--- src/hw/twm_pkg.sv ---
// twm_pkg: offsets, field layout, types and mode decoding of the waveform timer
package twm_pkg;

	// ==========================================================
	// register offsets on the byte-wide register port
	localparam logic [7:0] WAVE_CTRL_ADDR = 8'h80;
	localparam logic [7:0] SECOND_CTRL_ADDR = 8'h81;
	localparam logic [7:0] CNT_LO_ADDR = 8'h84;
	localparam logic [7:0] CNT_HI_ADDR = 8'h85;
	localparam logic [7:0] CAP_LO_ADDR = 8'h86;
	localparam logic [7:0] CAP_HI_ADDR = 8'h87;
	localparam logic [7:0] CMPA_LO_ADDR = 8'h88;
	localparam logic [7:0] CMPA_HI_ADDR = 8'h89;
	localparam logic [7:0] CMPB_LO_ADDR = 8'h8a;
	localparam logic [7:0] CMPB_HI_ADDR = 8'h8b;
	localparam logic [7:0] STATUS_ADDR = 8'h8c;

	// ==========================================================
	// field positions
	localparam int ACT_A_POS = 6;
	localparam int ACT_B_POS = 4;
	localparam int MODE_LO_POS = 0;
	localparam int MODE_HI_POS = 3;
	localparam int CSEL_POS = 0;
	localparam int ST_OVF_POS = 0;
	localparam int ST_MATCH_A_POS = 1;
	localparam int ST_MATCH_B_POS = 2;

	// ==========================================================
	// values after reset and counter limits
	localparam logic [1:0] ACT_RESET = 2'h0;
	localparam logic [1:0] MODE_RESET = 2'h0;
	localparam logic [2:0] CSEL_RESET = 3'h0;
	localparam logic [15:0] WORD_RESET = 16'h0000;
	localparam logic [15:0] BOTTOM = 16'h0000;
	localparam logic [15:0] TOP_MAX = 16'hffff;
	localparam logic [15:0] TOP_8BIT = 16'h00ff;
	localparam logic [15:0] TOP_9BIT = 16'h01ff;
	localparam logic [15:0] TOP_10BIT = 16'h03ff;

	// ==========================================================
	// prescaler: divider width and tap widths for /8 /64 /256 /1024
	localparam int PRE_W = 10;
	localparam int PRE_SH_8 = 3;
	localparam int PRE_SH_64 = 6;
	localparam int PRE_SH_256 = 8;
	localparam int PRE_SH_1024 = 10;

	// ==========================================================
	// types
	typedef enum logic [1:0] {
		CLS_NONPWM = 2'b00,
		CLS_FAST = 2'b01,
		CLS_DUAL = 2'b10
	} twm_class_e;

	typedef enum logic [1:0] {
		TSRC_FIXED = 2'b00,
		TSRC_CAPTURE = 2'b01,
		TSRC_CMPA = 2'b10
	} twm_top_e;

	typedef enum logic [1:0] {
		PT_NOW = 2'b00,
		PT_TOP = 2'b01,
		PT_BOTTOM = 2'b10,
		PT_MAX = 2'b11
	} twm_point_e;

	typedef enum logic {
		DIR_UP = 1'b0,
		DIR_DOWN = 1'b1
	} twm_dir_e;

	// ==========================================================
	// mode decoding
	function automatic twm_class_e mode_class(input logic [3:0] mode);
		if (mode inside {4'h5, 4'h6, 4'h7, 4'he, 4'hf}) begin
			return CLS_FAST;
		end
		if (mode inside {4'h1, 4'h2, 4'h3, 4'h8, 4'h9, 4'ha, 4'hb}) begin
			return CLS_DUAL;
		end
		return CLS_NONPWM;
	endfunction

	function automatic twm_top_e top_source(input logic [3:0] mode);
		if (mode inside {4'h4, 4'h9, 4'hb, 4'hf}) begin
			return TSRC_CMPA;
		end
		if (mode inside {4'h8, 4'ha, 4'hc, 4'he}) begin
			return TSRC_CAPTURE;
		end
		return TSRC_FIXED;
	endfunction

	function automatic logic [15:0] fixed_top(input logic [3:0] mode);
		logic [15:0] t;
		t = TOP_MAX;
		if (!mode[3]) begin
			unique case (mode[1:0])
				2'h0: t = TOP_MAX;
				2'h1: t = TOP_8BIT;
				2'h2: t = TOP_9BIT;
				2'h3: t = TOP_10BIT;
			endcase
		end
		return t;
	endfunction

	function automatic twm_point_e update_point(input logic [3:0] mode);
		if (mode inside {4'h1, 4'h2, 4'h3, 4'ha, 4'hb}) begin
			return PT_TOP;
		end
		if (mode inside {4'h5, 4'h6, 4'h7, 4'h8, 4'h9, 4'he, 4'hf}) begin
			return PT_BOTTOM;
		end
		return PT_NOW;
	endfunction

	function automatic twm_point_e flag_point(input logic [3:0] mode);
		if (mode inside {4'h5, 4'h6, 4'h7, 4'he, 4'hf}) begin
			return PT_TOP;
		end
		if (mode inside {4'h1, 4'h2, 4'h3, 4'h8, 4'h9, 4'ha, 4'hb}) begin
			return PT_BOTTOM;
		end
		return PT_MAX;
	endfunction

	// toggle on action 01 is allowed in non-pwm modes and, for channel a, in pwm modes 9, 11, 14 and 15
	function automatic logic toggle_allowed(input logic [3:0] mode);
		return (mode inside {4'h9, 4'hb, 4'he, 4'hf}) || (mode_class(mode) == CLS_NONPWM);
	endfunction

	// replace one byte of a 16-bit word
	function automatic logic [15:0] set_byte(input logic [15:0] w, input logic hi,
		input logic [7:0] d);
		return hi ? {d, w[7:0]} : {w[15:8], d};
	endfunction

endpackage

--- src/hw/twm_prescaler.sv ---
// twm_prescaler: count-enable tick from divided clock or external pin edge
`timescale 1ns/100ps
module twm_prescaler
	import twm_pkg::*;
#(
	parameter int DIV_W = PRE_W
) (
	// clock and reset
	input wire logic ref_clk_in,
	input wire logic rst_in,
	// selection and pin
	input wire logic [2:0] clock_select_in,
	input wire logic ext_pin_in,
	// tick
	output logic tick_out
);

	if (DIV_W < PRE_SH_1024) begin : g_div_chk
		$error("prescaler divider too narrow for the largest division");
	end

	logic [DIV_W-1:0] div_reg;
	logic pin_prev_reg;

	// ==========================================================
	// free running divider and pin history
	always_ff @(posedge ref_clk_in or posedge rst_in) begin
		if (rst_in) begin
			div_reg <= '0;
			pin_prev_reg <= 1'b0;
		end else begin
			div_reg <= div_reg + 1'b1;
			pin_prev_reg <= ext_pin_in;
		end
	end

	// ==========================================================
	// tick selection, one cycle long
	always_ff @(posedge ref_clk_in or posedge rst_in) begin
		if (rst_in) begin
			tick_out <= 1'b0;
		end else begin
			unique case (clock_select_in)
				3'h0: tick_out <= 1'b0;
				3'h1: tick_out <= 1'b1;
				3'h2: tick_out <= &div_reg[PRE_SH_8-1:0];
				3'h3: tick_out <= &div_reg[PRE_SH_64-1:0];
				3'h4: tick_out <= &div_reg[PRE_SH_256-1:0];
				3'h5: tick_out <= &div_reg[PRE_SH_1024-1:0];
				3'h6: tick_out <= pin_prev_reg & ~ext_pin_in; // falling edge
				3'h7: tick_out <= ~pin_prev_reg & ext_pin_in; // rising edge
			endcase
		end
	end

endmodule

--- src/hw/twm_wave_channel.sv ---
// twm_wave_channel: output action logic and pin control of one compare channel
`timescale 1ns/100ps
module twm_wave_channel
	import twm_pkg::*;
(
	// clock and reset
	input wire logic ref_clk_in,
	input wire logic rst_in,
	// counter events
	input wire logic tick_in,
	input wire logic match_in,
	input wire logic at_top_in,
	input wire logic heading_up_in,
	// configuration
	input wire logic [1:0] action_in,
	input wire twm_class_e cls_in,
	input wire logic toggle_ok_in,
	input wire logic dir_in,
	// pin
	output logic wave_out,
	output logic drive_en_out,
	output logic takeover_out
);

	logic connected;

	// action 01 without toggle permission leaves the pin disconnected
	assign connected = (action_in != 2'h0) && !(action_in == 2'h1 && !toggle_ok_in);

	// ==========================================================
	// waveform level
	always_ff @(posedge ref_clk_in or posedge rst_in) begin
		if (rst_in) begin
			wave_out <= 1'b0;
		end else if (tick_in) begin
			unique case (cls_in)
				CLS_NONPWM: begin
					if (match_in && action_in == 2'h1) begin
						wave_out <= ~wave_out;
					end else if (match_in && action_in[1]) begin
						wave_out <= action_in[0];
					end
				end
				CLS_FAST: begin
					if (action_in[1]) begin
						if (at_top_in) begin
							wave_out <= ~action_in[0];
						end else if (match_in) begin
							wave_out <= action_in[0];
						end
					end else if (action_in[0] && toggle_ok_in && match_in) begin
						wave_out <= ~wave_out;
					end
				end
				CLS_DUAL: begin
					if (action_in[1] && match_in) begin
						wave_out <= heading_up_in ? action_in[0] : ~action_in[0];
					end else if (action_in[0] && toggle_ok_in && match_in) begin
						wave_out <= ~wave_out;
					end
				end
				default: wave_out <= wave_out;
			endcase
		end
	end

	// ==========================================================
	// pin takeover and driver enable
	always_ff @(posedge ref_clk_in or posedge rst_in) begin
		if (rst_in) begin
			takeover_out <= 1'b0;
			drive_en_out <= 1'b0;
		end else begin
			takeover_out <= |action_in;
			drive_en_out <= connected && dir_in;
		end
	end

endmodule

--- src/hw/twm_timer16.sv ---
// twm_timer16: 16-bit waveform timer with counter, compare buffers and register port
//
// Our own choice: strobed register access.
`timescale 1ns/100ps

// How it works
// - one clock, tick qualifies every step
// - dual-slope frequency mode reloads at bottom
// - nonzero action takes over the pin
// - driver enabled only when direction is output
// - action decoded by mode class
// - non-pwm: off, toggle, clear, set
// - fast pwm toggle: channel a, modes 14/15
// - fast pwm: clear on match, set bottom
// - fast pwm compare at top acts at top
// - dual-slope toggle: channel a, modes 9/11
// - dual-slope: clear up, set down
// - mode from two registers, 13 reserved
// - mode 0: top max, immediate, flag max
// - modes 1-3: fixed top dual slope
// - fast pwm modes: update bottom, flag top
// - clear-on-match modes 4 and 12
// - modes 8/9: reload and flag at bottom
// - modes 10/11: load top, flag bottom
// - clock select picks divider or pin edge
// - dual slope counts up then down
module twm_timer16
	import twm_pkg::*;
#(
	parameter int ADDR_W = 8
) (
	// clock and reset
	input wire logic ref_clk_in,
	input wire logic rst_in,
	// register port
	input wire logic [ADDR_W-1:0] addr_in,
	input wire logic [7:0] wr_data_in,
	input wire logic wr_en_in,
	input wire logic rd_en_in,
	output logic [7:0] rd_data_out,
	// external count pin and port direction bits
	input wire logic ext_clk_pin_in,
	input wire logic dir_a_in,
	input wire logic dir_b_in,
	// waveform pins
	output logic wave_a_out,
	output logic wave_a_oe_out,
	output logic takeover_a_out,
	output logic wave_b_out,
	output logic wave_b_oe_out,
	output logic takeover_b_out,
	// status
	output logic overflow_flag_out
);

	if (ADDR_W != 8) begin : g_addr_chk
		$error("register port address must be 8 bits wide");
	end

	// ==========================================================
	// declarations
	logic [1:0] out_a_action_reg;
	logic [1:0] out_b_action_reg;
	logic [1:0] mode_lo_reg;
	logic [1:0] mode_hi_reg;
	logic [2:0] clock_select_reg;
	logic [15:0] counter_value_reg;
	logic [15:0] capture_value_reg;
	logic [15:0] cmp_a_buf_reg;
	logic [15:0] cmp_b_buf_reg;
	logic [15:0] compare_a_value_reg;
	logic [15:0] compare_b_value_reg;
	logic [15:0] cmp_a_buf_next;
	logic [15:0] cmp_b_buf_next;
	logic [15:0] top_value;
	logic match_a_flag_reg;
	logic match_b_flag_reg;
	twm_dir_e dir_reg;
	logic [3:0] waveform_mode;
	twm_class_e cls;
	twm_top_e top_src;
	twm_point_e upd_pt;
	twm_point_e flag_pt;
	logic count_enable_tick;
	logic at_top;
	logic at_bottom;
	logic heading_up;
	logic reload;
	logic ovf_set;
	logic match_a;
	logic match_b;
	logic wr_wctrl;
	logic wr_sctrl;
	logic wr_cnt_lo;
	logic wr_cnt_hi;
	logic wr_cap_lo;
	logic wr_cap_hi;
	logic wr_cmpa_lo;
	logic wr_cmpa_hi;
	logic wr_cmpb_lo;
	logic wr_cmpb_hi;
	logic wr_status;

	// ==========================================================
	// register port write decode
	assign wr_wctrl = wr_en_in && (addr_in == WAVE_CTRL_ADDR);
	assign wr_sctrl = wr_en_in && (addr_in == SECOND_CTRL_ADDR);
	assign wr_cnt_lo = wr_en_in && (addr_in == CNT_LO_ADDR);
	assign wr_cnt_hi = wr_en_in && (addr_in == CNT_HI_ADDR);
	assign wr_cap_lo = wr_en_in && (addr_in == CAP_LO_ADDR);
	assign wr_cap_hi = wr_en_in && (addr_in == CAP_HI_ADDR);
	assign wr_cmpa_lo = wr_en_in && (addr_in == CMPA_LO_ADDR);
	assign wr_cmpa_hi = wr_en_in && (addr_in == CMPA_HI_ADDR);
	assign wr_cmpb_lo = wr_en_in && (addr_in == CMPB_LO_ADDR);
	assign wr_cmpb_hi = wr_en_in && (addr_in == CMPB_HI_ADDR);
	assign wr_status = wr_en_in && (addr_in == STATUS_ADDR);

	// ==========================================================
	// waveform control register
	always_ff @(posedge ref_clk_in or posedge rst_in) begin
		if (rst_in) begin
			out_a_action_reg <= ACT_RESET;
			out_b_action_reg <= ACT_RESET;
			mode_lo_reg <= MODE_RESET;
		end else if (wr_wctrl) begin
			out_a_action_reg <= wr_data_in[ACT_A_POS +: 2];
			out_b_action_reg <= wr_data_in[ACT_B_POS +: 2];
			mode_lo_reg <= wr_data_in[MODE_LO_POS +: 2];
		end
	end

	// ==========================================================
	// second control register: upper mode bits and clock select
	always_ff @(posedge ref_clk_in or posedge rst_in) begin
		if (rst_in) begin
			mode_hi_reg <= MODE_RESET;
			clock_select_reg <= CSEL_RESET;
		end else if (wr_sctrl) begin
			mode_hi_reg <= wr_data_in[MODE_HI_POS +: 2];
			clock_select_reg <= wr_data_in[CSEL_POS +: 3];
		end
	end

	// ==========================================================
	// mode decoding
	// four-bit mode assembly
	assign waveform_mode = {mode_hi_reg, mode_lo_reg};
	assign cls = mode_class(waveform_mode);
	assign top_src = top_source(waveform_mode);
	assign upd_pt = update_point(waveform_mode);
	assign flag_pt = flag_point(waveform_mode);

	// ==========================================================
	// count-enable tick
	// clock select
	twm_prescaler u_prescaler (
		.ref_clk_in(ref_clk_in),
		.rst_in(rst_in),
		.clock_select_in(clock_select_reg),
		.ext_pin_in(ext_clk_pin_in),
		.tick_out(count_enable_tick)
	);

	// ==========================================================
	// top value and counter position
	always_comb begin
		unique case (top_src)
			TSRC_FIXED: top_value = fixed_top(waveform_mode);
			TSRC_CAPTURE: top_value = capture_value_reg;
			TSRC_CMPA: top_value = compare_a_value_reg;
			default: top_value = TOP_MAX;
		endcase
	end

	assign at_top = (counter_value_reg == top_value);
	assign at_bottom = (counter_value_reg == BOTTOM);
	// direction of the next step, so compare at either end is unambiguous
	assign heading_up = at_bottom ? 1'b1 : (at_top ? 1'b0 : (dir_reg == DIR_UP));

	// ==========================================================
	// counter
	always_ff @(posedge ref_clk_in or posedge rst_in) begin
		if (rst_in) begin
			counter_value_reg <= WORD_RESET;
		end else if (wr_cnt_lo) begin
			counter_value_reg <= set_byte(counter_value_reg, 1'b0, wr_data_in);
		end else if (wr_cnt_hi) begin
			counter_value_reg <= set_byte(counter_value_reg, 1'b1, wr_data_in);
		end else if (count_enable_tick) begin
			if (cls == CLS_DUAL) begin
				// up to top, down to bottom
				if (heading_up) begin
					counter_value_reg <= counter_value_reg + 16'h0001;
				end else begin
					counter_value_reg <= counter_value_reg - 16'h0001;
				end
			end else if (at_top) begin
				counter_value_reg <= BOTTOM;
			end else begin
				counter_value_reg <= counter_value_reg + 16'h0001;
			end
		end
	end

	// ==========================================================
	// count direction
	always_ff @(posedge ref_clk_in or posedge rst_in) begin
		if (rst_in) begin
			dir_reg <= DIR_UP;
		end else if (cls != CLS_DUAL) begin
			dir_reg <= DIR_UP;
		end else if (count_enable_tick) begin
			dir_reg <= heading_up ? DIR_UP : DIR_DOWN;
		end
	end

	// ==========================================================
	// capture value, written by software and used as top
	always_ff @(posedge ref_clk_in or posedge rst_in) begin
		if (rst_in) begin
			capture_value_reg <= WORD_RESET;
		end else if (wr_cap_lo) begin
			capture_value_reg <= set_byte(capture_value_reg, 1'b0, wr_data_in);
		end else if (wr_cap_hi) begin
			capture_value_reg <= set_byte(capture_value_reg, 1'b1, wr_data_in);
		end
	end

	// ==========================================================
	// compare buffers, always written by software
	always_comb begin
		cmp_a_buf_next = cmp_a_buf_reg;
		cmp_b_buf_next = cmp_b_buf_reg;
		if (wr_cmpa_lo) begin
			cmp_a_buf_next = set_byte(cmp_a_buf_reg, 1'b0, wr_data_in);
		end
		if (wr_cmpa_hi) begin
			cmp_a_buf_next = set_byte(cmp_a_buf_reg, 1'b1, wr_data_in);
		end
		if (wr_cmpb_lo) begin
			cmp_b_buf_next = set_byte(cmp_b_buf_reg, 1'b0, wr_data_in);
		end
		if (wr_cmpb_hi) begin
			cmp_b_buf_next = set_byte(cmp_b_buf_reg, 1'b1, wr_data_in);
		end
	end

	always_ff @(posedge ref_clk_in or posedge rst_in) begin
		if (rst_in) begin
			cmp_a_buf_reg <= WORD_RESET;
			cmp_b_buf_reg <= WORD_RESET;
		end else begin
			cmp_a_buf_reg <= cmp_a_buf_next;
			cmp_b_buf_reg <= cmp_b_buf_next;
		end
	end

	// ==========================================================
	// reload point of the active compare values
	always_comb begin
		unique case (upd_pt)
			PT_TOP: reload = count_enable_tick && at_top;
			PT_BOTTOM: begin
				if (cls == CLS_DUAL) begin
					reload = count_enable_tick && at_bottom;
				end else begin
					reload = count_enable_tick && at_top;
				end
			end
			default: reload = 1'b0;
		endcase
	end

	// ==========================================================
	// active compare values
	always_ff @(posedge ref_clk_in or posedge rst_in) begin
		if (rst_in) begin
			compare_a_value_reg <= WORD_RESET;
			compare_b_value_reg <= WORD_RESET;
		end else if (upd_pt == PT_NOW) begin
			compare_a_value_reg <= cmp_a_buf_next;
			compare_b_value_reg <= cmp_b_buf_next;
		end else if (reload) begin
			compare_a_value_reg <= cmp_a_buf_reg;
			compare_b_value_reg <= cmp_b_buf_reg;
		end
	end

	// ==========================================================
	// overflow and compare match events
	always_comb begin
		unique case (flag_pt)
			PT_MAX: ovf_set = count_enable_tick && (counter_value_reg == TOP_MAX);
			PT_TOP: ovf_set = count_enable_tick && at_top;
			PT_BOTTOM: ovf_set = count_enable_tick && at_bottom && (dir_reg == DIR_DOWN);
			default: ovf_set = 1'b0;
		endcase
	end

	assign match_a = count_enable_tick && (counter_value_reg == compare_a_value_reg);
	assign match_b = count_enable_tick && (counter_value_reg == compare_b_value_reg);

	// ==========================================================
	// status flags, write one to clear, a new event wins
	always_ff @(posedge ref_clk_in or posedge rst_in) begin
		if (rst_in) begin
			overflow_flag_out <= 1'b0;
			match_a_flag_reg <= 1'b0;
			match_b_flag_reg <= 1'b0;
		end else begin
			overflow_flag_out <= ovf_set ||
				(overflow_flag_out && !(wr_status && wr_data_in[ST_OVF_POS]));
			match_a_flag_reg <= match_a ||
				(match_a_flag_reg && !(wr_status && wr_data_in[ST_MATCH_A_POS]));
			match_b_flag_reg <= match_b ||
				(match_b_flag_reg && !(wr_status && wr_data_in[ST_MATCH_B_POS]));
		end
	end

	// ==========================================================
	// read data, valid only in the cycle after the strobe
	always_ff @(posedge ref_clk_in or posedge rst_in) begin
		if (rst_in) begin
			rd_data_out <= 8'h00;
		end else if (!rd_en_in) begin
			rd_data_out <= 8'h00;
		end else begin
			unique case (addr_in)
				WAVE_CTRL_ADDR: rd_data_out <= {out_a_action_reg, out_b_action_reg,
					2'b00, mode_lo_reg};
				SECOND_CTRL_ADDR: rd_data_out <= {3'b000, mode_hi_reg, clock_select_reg};
				CNT_LO_ADDR: rd_data_out <= counter_value_reg[7:0];
				CNT_HI_ADDR: rd_data_out <= counter_value_reg[15:8];
				CAP_LO_ADDR: rd_data_out <= capture_value_reg[7:0];
				CAP_HI_ADDR: rd_data_out <= capture_value_reg[15:8];
				CMPA_LO_ADDR: rd_data_out <= cmp_a_buf_reg[7:0];
				CMPA_HI_ADDR: rd_data_out <= cmp_a_buf_reg[15:8];
				CMPB_LO_ADDR: rd_data_out <= cmp_b_buf_reg[7:0];
				CMPB_HI_ADDR: rd_data_out <= cmp_b_buf_reg[15:8];
				STATUS_ADDR: rd_data_out <= {5'b00000, match_b_flag_reg,
					match_a_flag_reg, overflow_flag_out};
				default: rd_data_out <= 8'h00;
			endcase
		end
	end

	// ==========================================================
	// waveform channels; channel b never gets toggle permission in pwm
	twm_wave_channel u_chan_a (
		.ref_clk_in(ref_clk_in),
		.rst_in(rst_in),
		.tick_in(count_enable_tick),
		.match_in(match_a),
		.at_top_in(at_top),
		.heading_up_in(heading_up),
		.action_in(out_a_action_reg),
		.cls_in(cls),
		.toggle_ok_in(toggle_allowed(waveform_mode)),
		.dir_in(dir_a_in),
		.wave_out(wave_a_out),
		.drive_en_out(wave_a_oe_out),
		.takeover_out(takeover_a_out)
	);

	twm_wave_channel u_chan_b (
		.ref_clk_in(ref_clk_in),
		.rst_in(rst_in),
		.tick_in(count_enable_tick),
		.match_in(match_b),
		.at_top_in(at_top),
		.heading_up_in(heading_up),
		.action_in(out_b_action_reg),
		.cls_in(cls),
		.toggle_ok_in(cls == CLS_NONPWM),
		.dir_in(dir_b_in),
		.wave_out(wave_b_out),
		.drive_en_out(wave_b_oe_out),
		.takeover_out(takeover_b_out)
	);

endmodule

--- config.mk ---
export PLATFORM = sky130hd
export DESIGN_NAME = twm_timer16
export DESIGN_NICKNAME = d
export VERILOG_FILES = /design/src/hw/twm_pkg.sv /design/src/hw/twm_prescaler.sv /design/src/hw/twm_wave_channel.sv /design/src/hw/twm_timer16.sv
export SDC_FILE = /design/constraint.sdc
export NUM_CORES = 1
export LEC_CHECK = 0
export ABC_CLOCK_PERIOD_IN_PS = 12500
export BUFFER_PORTS_ARGS = -buffer_cell sky130_fd_sc_hd__buf_2
export CAP_MARGIN = 15
export CORE_ASPECT_RATIO = 0.8
export CORE_MARGIN = 2
export CORE_UTILIZATION = 55
export DETAILED_ROUTE_END_ITERATION = 8
export PLACE_DENSITY = 0.74
export SLEW_MARGIN = 20
export SYNTH_ARGS = -nofsm -noshare
export SYNTH_HDL_FRONTEND = slang
export SYNTH_SLANG_ARGS = --single-unit
export TNS_END_PERCENT = 10
--- constraint.sdc ---
create_clock -name ref_clk_in -period 12.5 [get_ports ref_clk_in]
set_input_delay 2.5 -clock ref_clk_in [delete_from_list [all_inputs] [get_ports ref_clk_in]]
set_output_delay 2.5 -clock ref_clk_in [all_outputs]
set_load 0.005 [all_outputs]
# Word level (Yosys, flattened, before mapping)
# Cells that the tools add are included.
dict set report totals {
  elab_cells 246
  in_bits 23
  reg_bits 137
  out_inout_bits 15
}
dict set report classes {
  add_sub_neg 3
  n_reduce_logical 79
  eq_ne 56
  bitwise_logic 11
  muxes 70
}
# operator count
set op_table {}
lappend op_table {{$mux W16} 12}
lappend op_table {{$eq A8 B8 Y1 const B} 11}
lappend op_table {{$pmux W8 S11} 1}
lappend op_table {{$pmux W16 S4} 1}
lappend op_table {{$eq A16 B16 Y1} 3}
lappend op_table {{$pmux W16 S3} 1}
lappend op_table {{$mux W8} 5}
lappend op_table {{$logic_and A1 B1 Y1} 37}
lappend op_table {{$mux W1} 31}
lappend op_table {{$eq A4 B4 Y1 const B} 7}
lappend op_table {{$mux W2} 14}
lappend op_table {{$add A16 B1 Y16 const B} 1}
lappend op_table {{$eq A16 B16 Y1 const B} 1}
lappend op_table {{$eq A4 B3 Y1 const B} 4}
lappend op_table {{$logic_not A16 Y1} 1}
lappend op_table {{$sub A16 B1 Y16 const B} 1}
lappend op_table {{$eq A2 B1 Y1 const B} 7}
lappend op_table {{$eq A2 B2 Y1 const B} 7}
lappend op_table {{$reduce_bool A7 Y1} 2}
lappend op_table {{$eq A3 B3 Y1 const B} 4}
lappend op_table {{$reduce_bool A2 Y1} 6}
lappend op_table {{$reduce_bool A4 Y1} 3}
lappend op_table {{$add A10 B1 Y10 const B} 1}
lappend op_table {{$reduce_and A10 Y1} 1}
lappend op_table {{24 further kinds} 57}

# Logic depth before layout (Yosys ltp)
dict set report depth {
  ltp_word 16
  depth_mapped 15
  ltp_nobuf 12
}

# Cells and area by module
# A second synthesis with hierarchy kept.
dict set report unflattened {
  cells_unflattened 834
  hier_area_um2 8499.4
}
# module area_each_um2 cells_per_inst seq_area_each_um2 n_inst
set by_module_without_submodules {}
lappend by_module_without_submodules {twm_timer16 7348.3 717 2977.9 1}
lappend by_module_without_submodules {twm_wave_channel 305.3 36 75.1 2}
lappend by_module_without_submodules {twm_prescaler 540.5 45 300.3 1}

# Least setup slack after synthesis
# No wires, ideal clock.
dict set report synth_path {
  path_type {input -> register}
  start {input addr_in[5]}
  end {register counter_value_reg[2]}
  n_path_buf 0
  t_required_ns 12.374
  setup_slack_ns 7.331
  cell_stages 9
  arrival_ns 5.043
  setup_ns 0.126
  path_cell_list {or4b_2 nor3b_1 nand2_1 nor3_1 nor2_1 o211ai_2 nor2_1 mux2_2 a221o_1}
}
dict set report synth_between {
  elab_chain_cells 4
  word_cells_on_any_way 8
  cone_classes {eq/ne: 3; mux: 1; reduce/logical: 4}
}
# item line
set synth_lines {}
lappend synth_lines {{from (decl)} twm_timer16.sv:36} ;# input wire logic [ADDR_W-1:0] addr_in,
lappend synth_lines {{$eq A8 B8 Y1 (on tied branches)} {twm_timer16.sv:108, twm_timer16.sv:109}}
lappend synth_lines {{$logic_and A1 B1 Y1 (on tied branches)} {twm_timer16.sv:108, twm_timer16.sv:109}}
lappend synth_lines {{$ne A2 B2 Y1 (no line) / $reduce_bool A2 Y1 (equally long branches)} n/a}
lappend synth_lines {{$reduce_and A2 Y1 (no line)} n/a}
lappend synth_lines {{to (signal assigned)} twm_timer16.sv:186} ;# counter_value_reg <= set_byte(counter_value_reg, 1'b0, wr_data_in);
lappend synth_lines {{to (signal assigned)} twm_timer16.sv:188} ;# counter_value_reg <= set_byte(counter_value_reg, 1'b1, wr_data_in);
lappend synth_lines {{to (signal assigned)} twm_timer16.sv:193} ;# counter_value_reg <= counter_value_reg + 16'h0001;
lappend synth_lines {{to (decl)} twm_timer16.sv:67} ;# logic [15:0] counter_value_reg;
# Parallel ways exist; a longest one is shown, timed or not.
# A chain may end at the register's enable or synchronous reset.

# Final worst setup path
dict set report layout_path {
  start {input addr_in[5]}
  end {register counter_value_reg[3]}
}
# Same word-level chain as after synthesis.

==> metrics.txt <==
status finished clean; vias in the first global route 6951; die area 16470 um2; Seq cells post-synth 137; # rows 40; FILL cells 1249; register share of total power 42.9%; DRT Wirelength 25790 um; Pins Over Slew Limit 0; Worst Path Class, Setup input pin to flop; cts repair resizes 0; Clk network pwr share 38.3%; Synthesized Nets 920; max cap viols 0; Starting Density 56.40%; cts hold-fix bufs 0; Final setup violation count 0; Cell Pwr Density 133.4 nW/um2; CTS tree done; Required @ worst endpoint 12860 ps; YS warnings 0; Post-CTS Setup Bufs 0; switch share 33.23%; synthesized instance count 888; clk root buf clkbuf_16; post-route DRC violation count 0; final net count 923; Pwr Total 1.246 mW; Final ANT Viol Nets 0; Clock transition at path regs 60 ps; Max Clk Rate 174.3 MHz; Die Y 115.2 um; total I/O pin count 38; worst hold start u_prescaler.div_reg[0]; RSZ-0062 raised after global routing no; CTS H-tree lvls 4; hold endpoint u_prescaler.div_reg[0]; CP endpoint kind flop; Worst R2R Start mode_lo_reg[0]; Die X 143.0 um; antenna fix cells 0; period utilization 45.89%; CP arrival 6100 ps; combinational fraction of design power 18.7%; later-pin clock latency in the skew report 430 ps; Startpoint Class input pin; Unique masters post-synth 70; Final Hold Viols 0; total negative slack 0 ps; VDD IR max 109.1 uV; final instance area 9338 um2; cts bufs inserted 17; skew final 9.255 ps; Worst Path Max Fanout 17; via count 7384; DRT Pass-1 Iters 7; mapped cell area 8497 um2; register-to-register setup slack 7360 ps; largest net degree at the start of global routing 83; initial antenna violation count 0; top_reg_cell synth dfrtp_1; gpl congestion 0.9709; first-pass GRT wire length 39970 um; Routed wire per std cell 23.15 um; CTS Buffer Depth 2; RR Endpoint counter_value_reg[2]; Avg Inst Size Synth 9.569 um2; Post-synth EDFFs 0; Tmin final 5736 ps; port bufs 37; worst min path class flop to flop; vias per cell 6.628; Area Growth Syn to Fin 9.896%; Internal 831.8 uW; Slew @ Worst Pin 1115 ps; GRT Util Overall 32.54%; Util after Layout 61.99%; Net Switching 413.9 uW; async set or reset register ratio after synthesis 100.0%; share of layout cells above drive strength 1 18.25%; worst hold path depth 1; DP Wirelength 17690 um; drt initial violations 1103; placed cell areas 8777 um2; GRT overflow 0; Relative slew margins 24.95%; worst-case reg-to-reg path depth 11; register area share after synthesis 40.35%; Core ar. 15060 um2; CTS Sinks 137; total leakage power 4.257 nW
## how the worst max path moves through the flow
stage	from	endpoint	slack, ps	depth (start not counted)
2_1_floorplan	rst_in	capture_value_reg[0]	6330	1
3_3_place_gp	addr_in[5]	counter_value_reg[3]	6520	11
3_5_place_dp	addr_in[5]	counter_value_reg[3]	6400	11
4_1_cts	addr_in[5]	counter_value_reg[3]	6840	11
5_1_grt	addr_in[5]	counter_value_reg[3]	6590	11
6_report	addr_in[5]	counter_value_reg[3]	6760	11
## stage by stage
| stage | hold slack, ps | worst slack (ps) | cells |
|---|---|---|---|
| after floorplan | 421.4 | 6332 | 888 |
| after global placement | 444.8 | 6523 | 1082 |
| after detailed placement | 450.5 | 6395 | 1082 |
| after CTS | 460.3 | 6842 | 1114 |
| after global routing | 470.8 | 6588 | 1114 |
| final | 460.0 | 6764 | 1114 |
## kinds of logic (layout without fill, tap and decap cells)
kind of cell	count (synthesis)	count (layout)	synth area share [%]
flops	137	137	40.35
compound gates	206	206	16.73
xor+xnor	45	45	4.638
buf+inv	92	108	4.388
simple gates	283	283	16.83
fa+ha+maj	9	9	1.325
mux	116	116	15.74
## area by class of cell
class                           instances  area, um2  area share, %
Clock buffer                           20      446.7          4.784
Clock inverter                         12      107.6          1.152
Inverter                               29      113.9          1.219
Multi-Input combinational cell        659       4718          50.53
Sequential cell                       137       3428          36.71
Tap cell                              210      262.8          2.814
Timing Repair Buffer                   47      260.3          2.787
## power by group through the flow
| stage | Sequential [mW] | Clock (mW) | Combinational [mW] |
|---|---|---|---|
| 3_5_place_dp | 0.539 | 0 | 0.227 |
| 6_report | 0.535 | 0.477 | 0.233 |
| 2_1_floorplan | 0.494 | 0 | 0.201 |
| 5_1_grt | 0.537 | 0.502 | 0.255 |
| 3_3_place_gp | 0.539 | 0 | 0.226 |
| 4_1_cts | 0.531 | 0.481 | 0.229 |
## metal layers
metal | share of wire [%] | vias to the layer above | GRT usage, % | wire length [um]
li1 | - | 3286 | - | -
met1 | 43 | 3545 | 48.35 | 11080
met2 | 41 | 475 | 43.89 | 10520
met3 | 13 | 78 | 10.66 | 3481
met4 | 2.7 | 0 | 12.48 | 708
met5 | 0 | - | 0 | 0
## critical path, stage by stage
cell      delay, ps
buf_2            90
or4b_2          750
nor3b_1         240
buf_4           210
nand2_1         100
nor2_1          690
nor2_1           80
nor2_1          290
o211ai_2        420
or4_1           620
nand3_1          90
## synthesized netlist by cell type, types with 5 or more instances
master    instances  share of area [%]
a221oi_1          8               0.82
or4_1             8               0.71
mux2_2           61                8.1
nor4_1           13               0.96
o21ai_0          63                3.7
clkbuf_1         47                2.1
inv_1            29                1.3
and3_1            5               0.37
mux2i_1          47                5.5
ha_1              9                1.3
a22oi_1          20                1.8
nor2_1           52                2.3
nand2_1          78                3.4
nand2b_1         14                1.0
a21oi_1          34                2.0
nand3_1          41                2.4
o211ai_1          7               0.62
nand4_1          11               0.81
dfrtp_1         137                 40
mux4_2            8                2.1
a31oi_1           7               0.52
xor2_1           16                1.6
xnor2_1          29                3.0
or3_1             6               0.44
nor2b_1          11               0.81
a211oi_1          8               0.71
buf_2            10               0.59
a21o_1            5               0.44
nor3_1           18                1.1
## cell usage in the layout, fill, tap and decap left out, types with 20 or more instances in the layout
master	synthesis	final
mux2_2	61	61
a22oi_1	20	20
dfrtp_1	137	137
a21oi_1	34	33
mux2i_1	47	47
nand3_1	41	41
nor2_1	52	52
inv_1	29	28
o21ai_0	63	63
buf_2	10	37
nand2_1	78	78
xnor2_1	29	29
(Power assumes the default switching activity.)
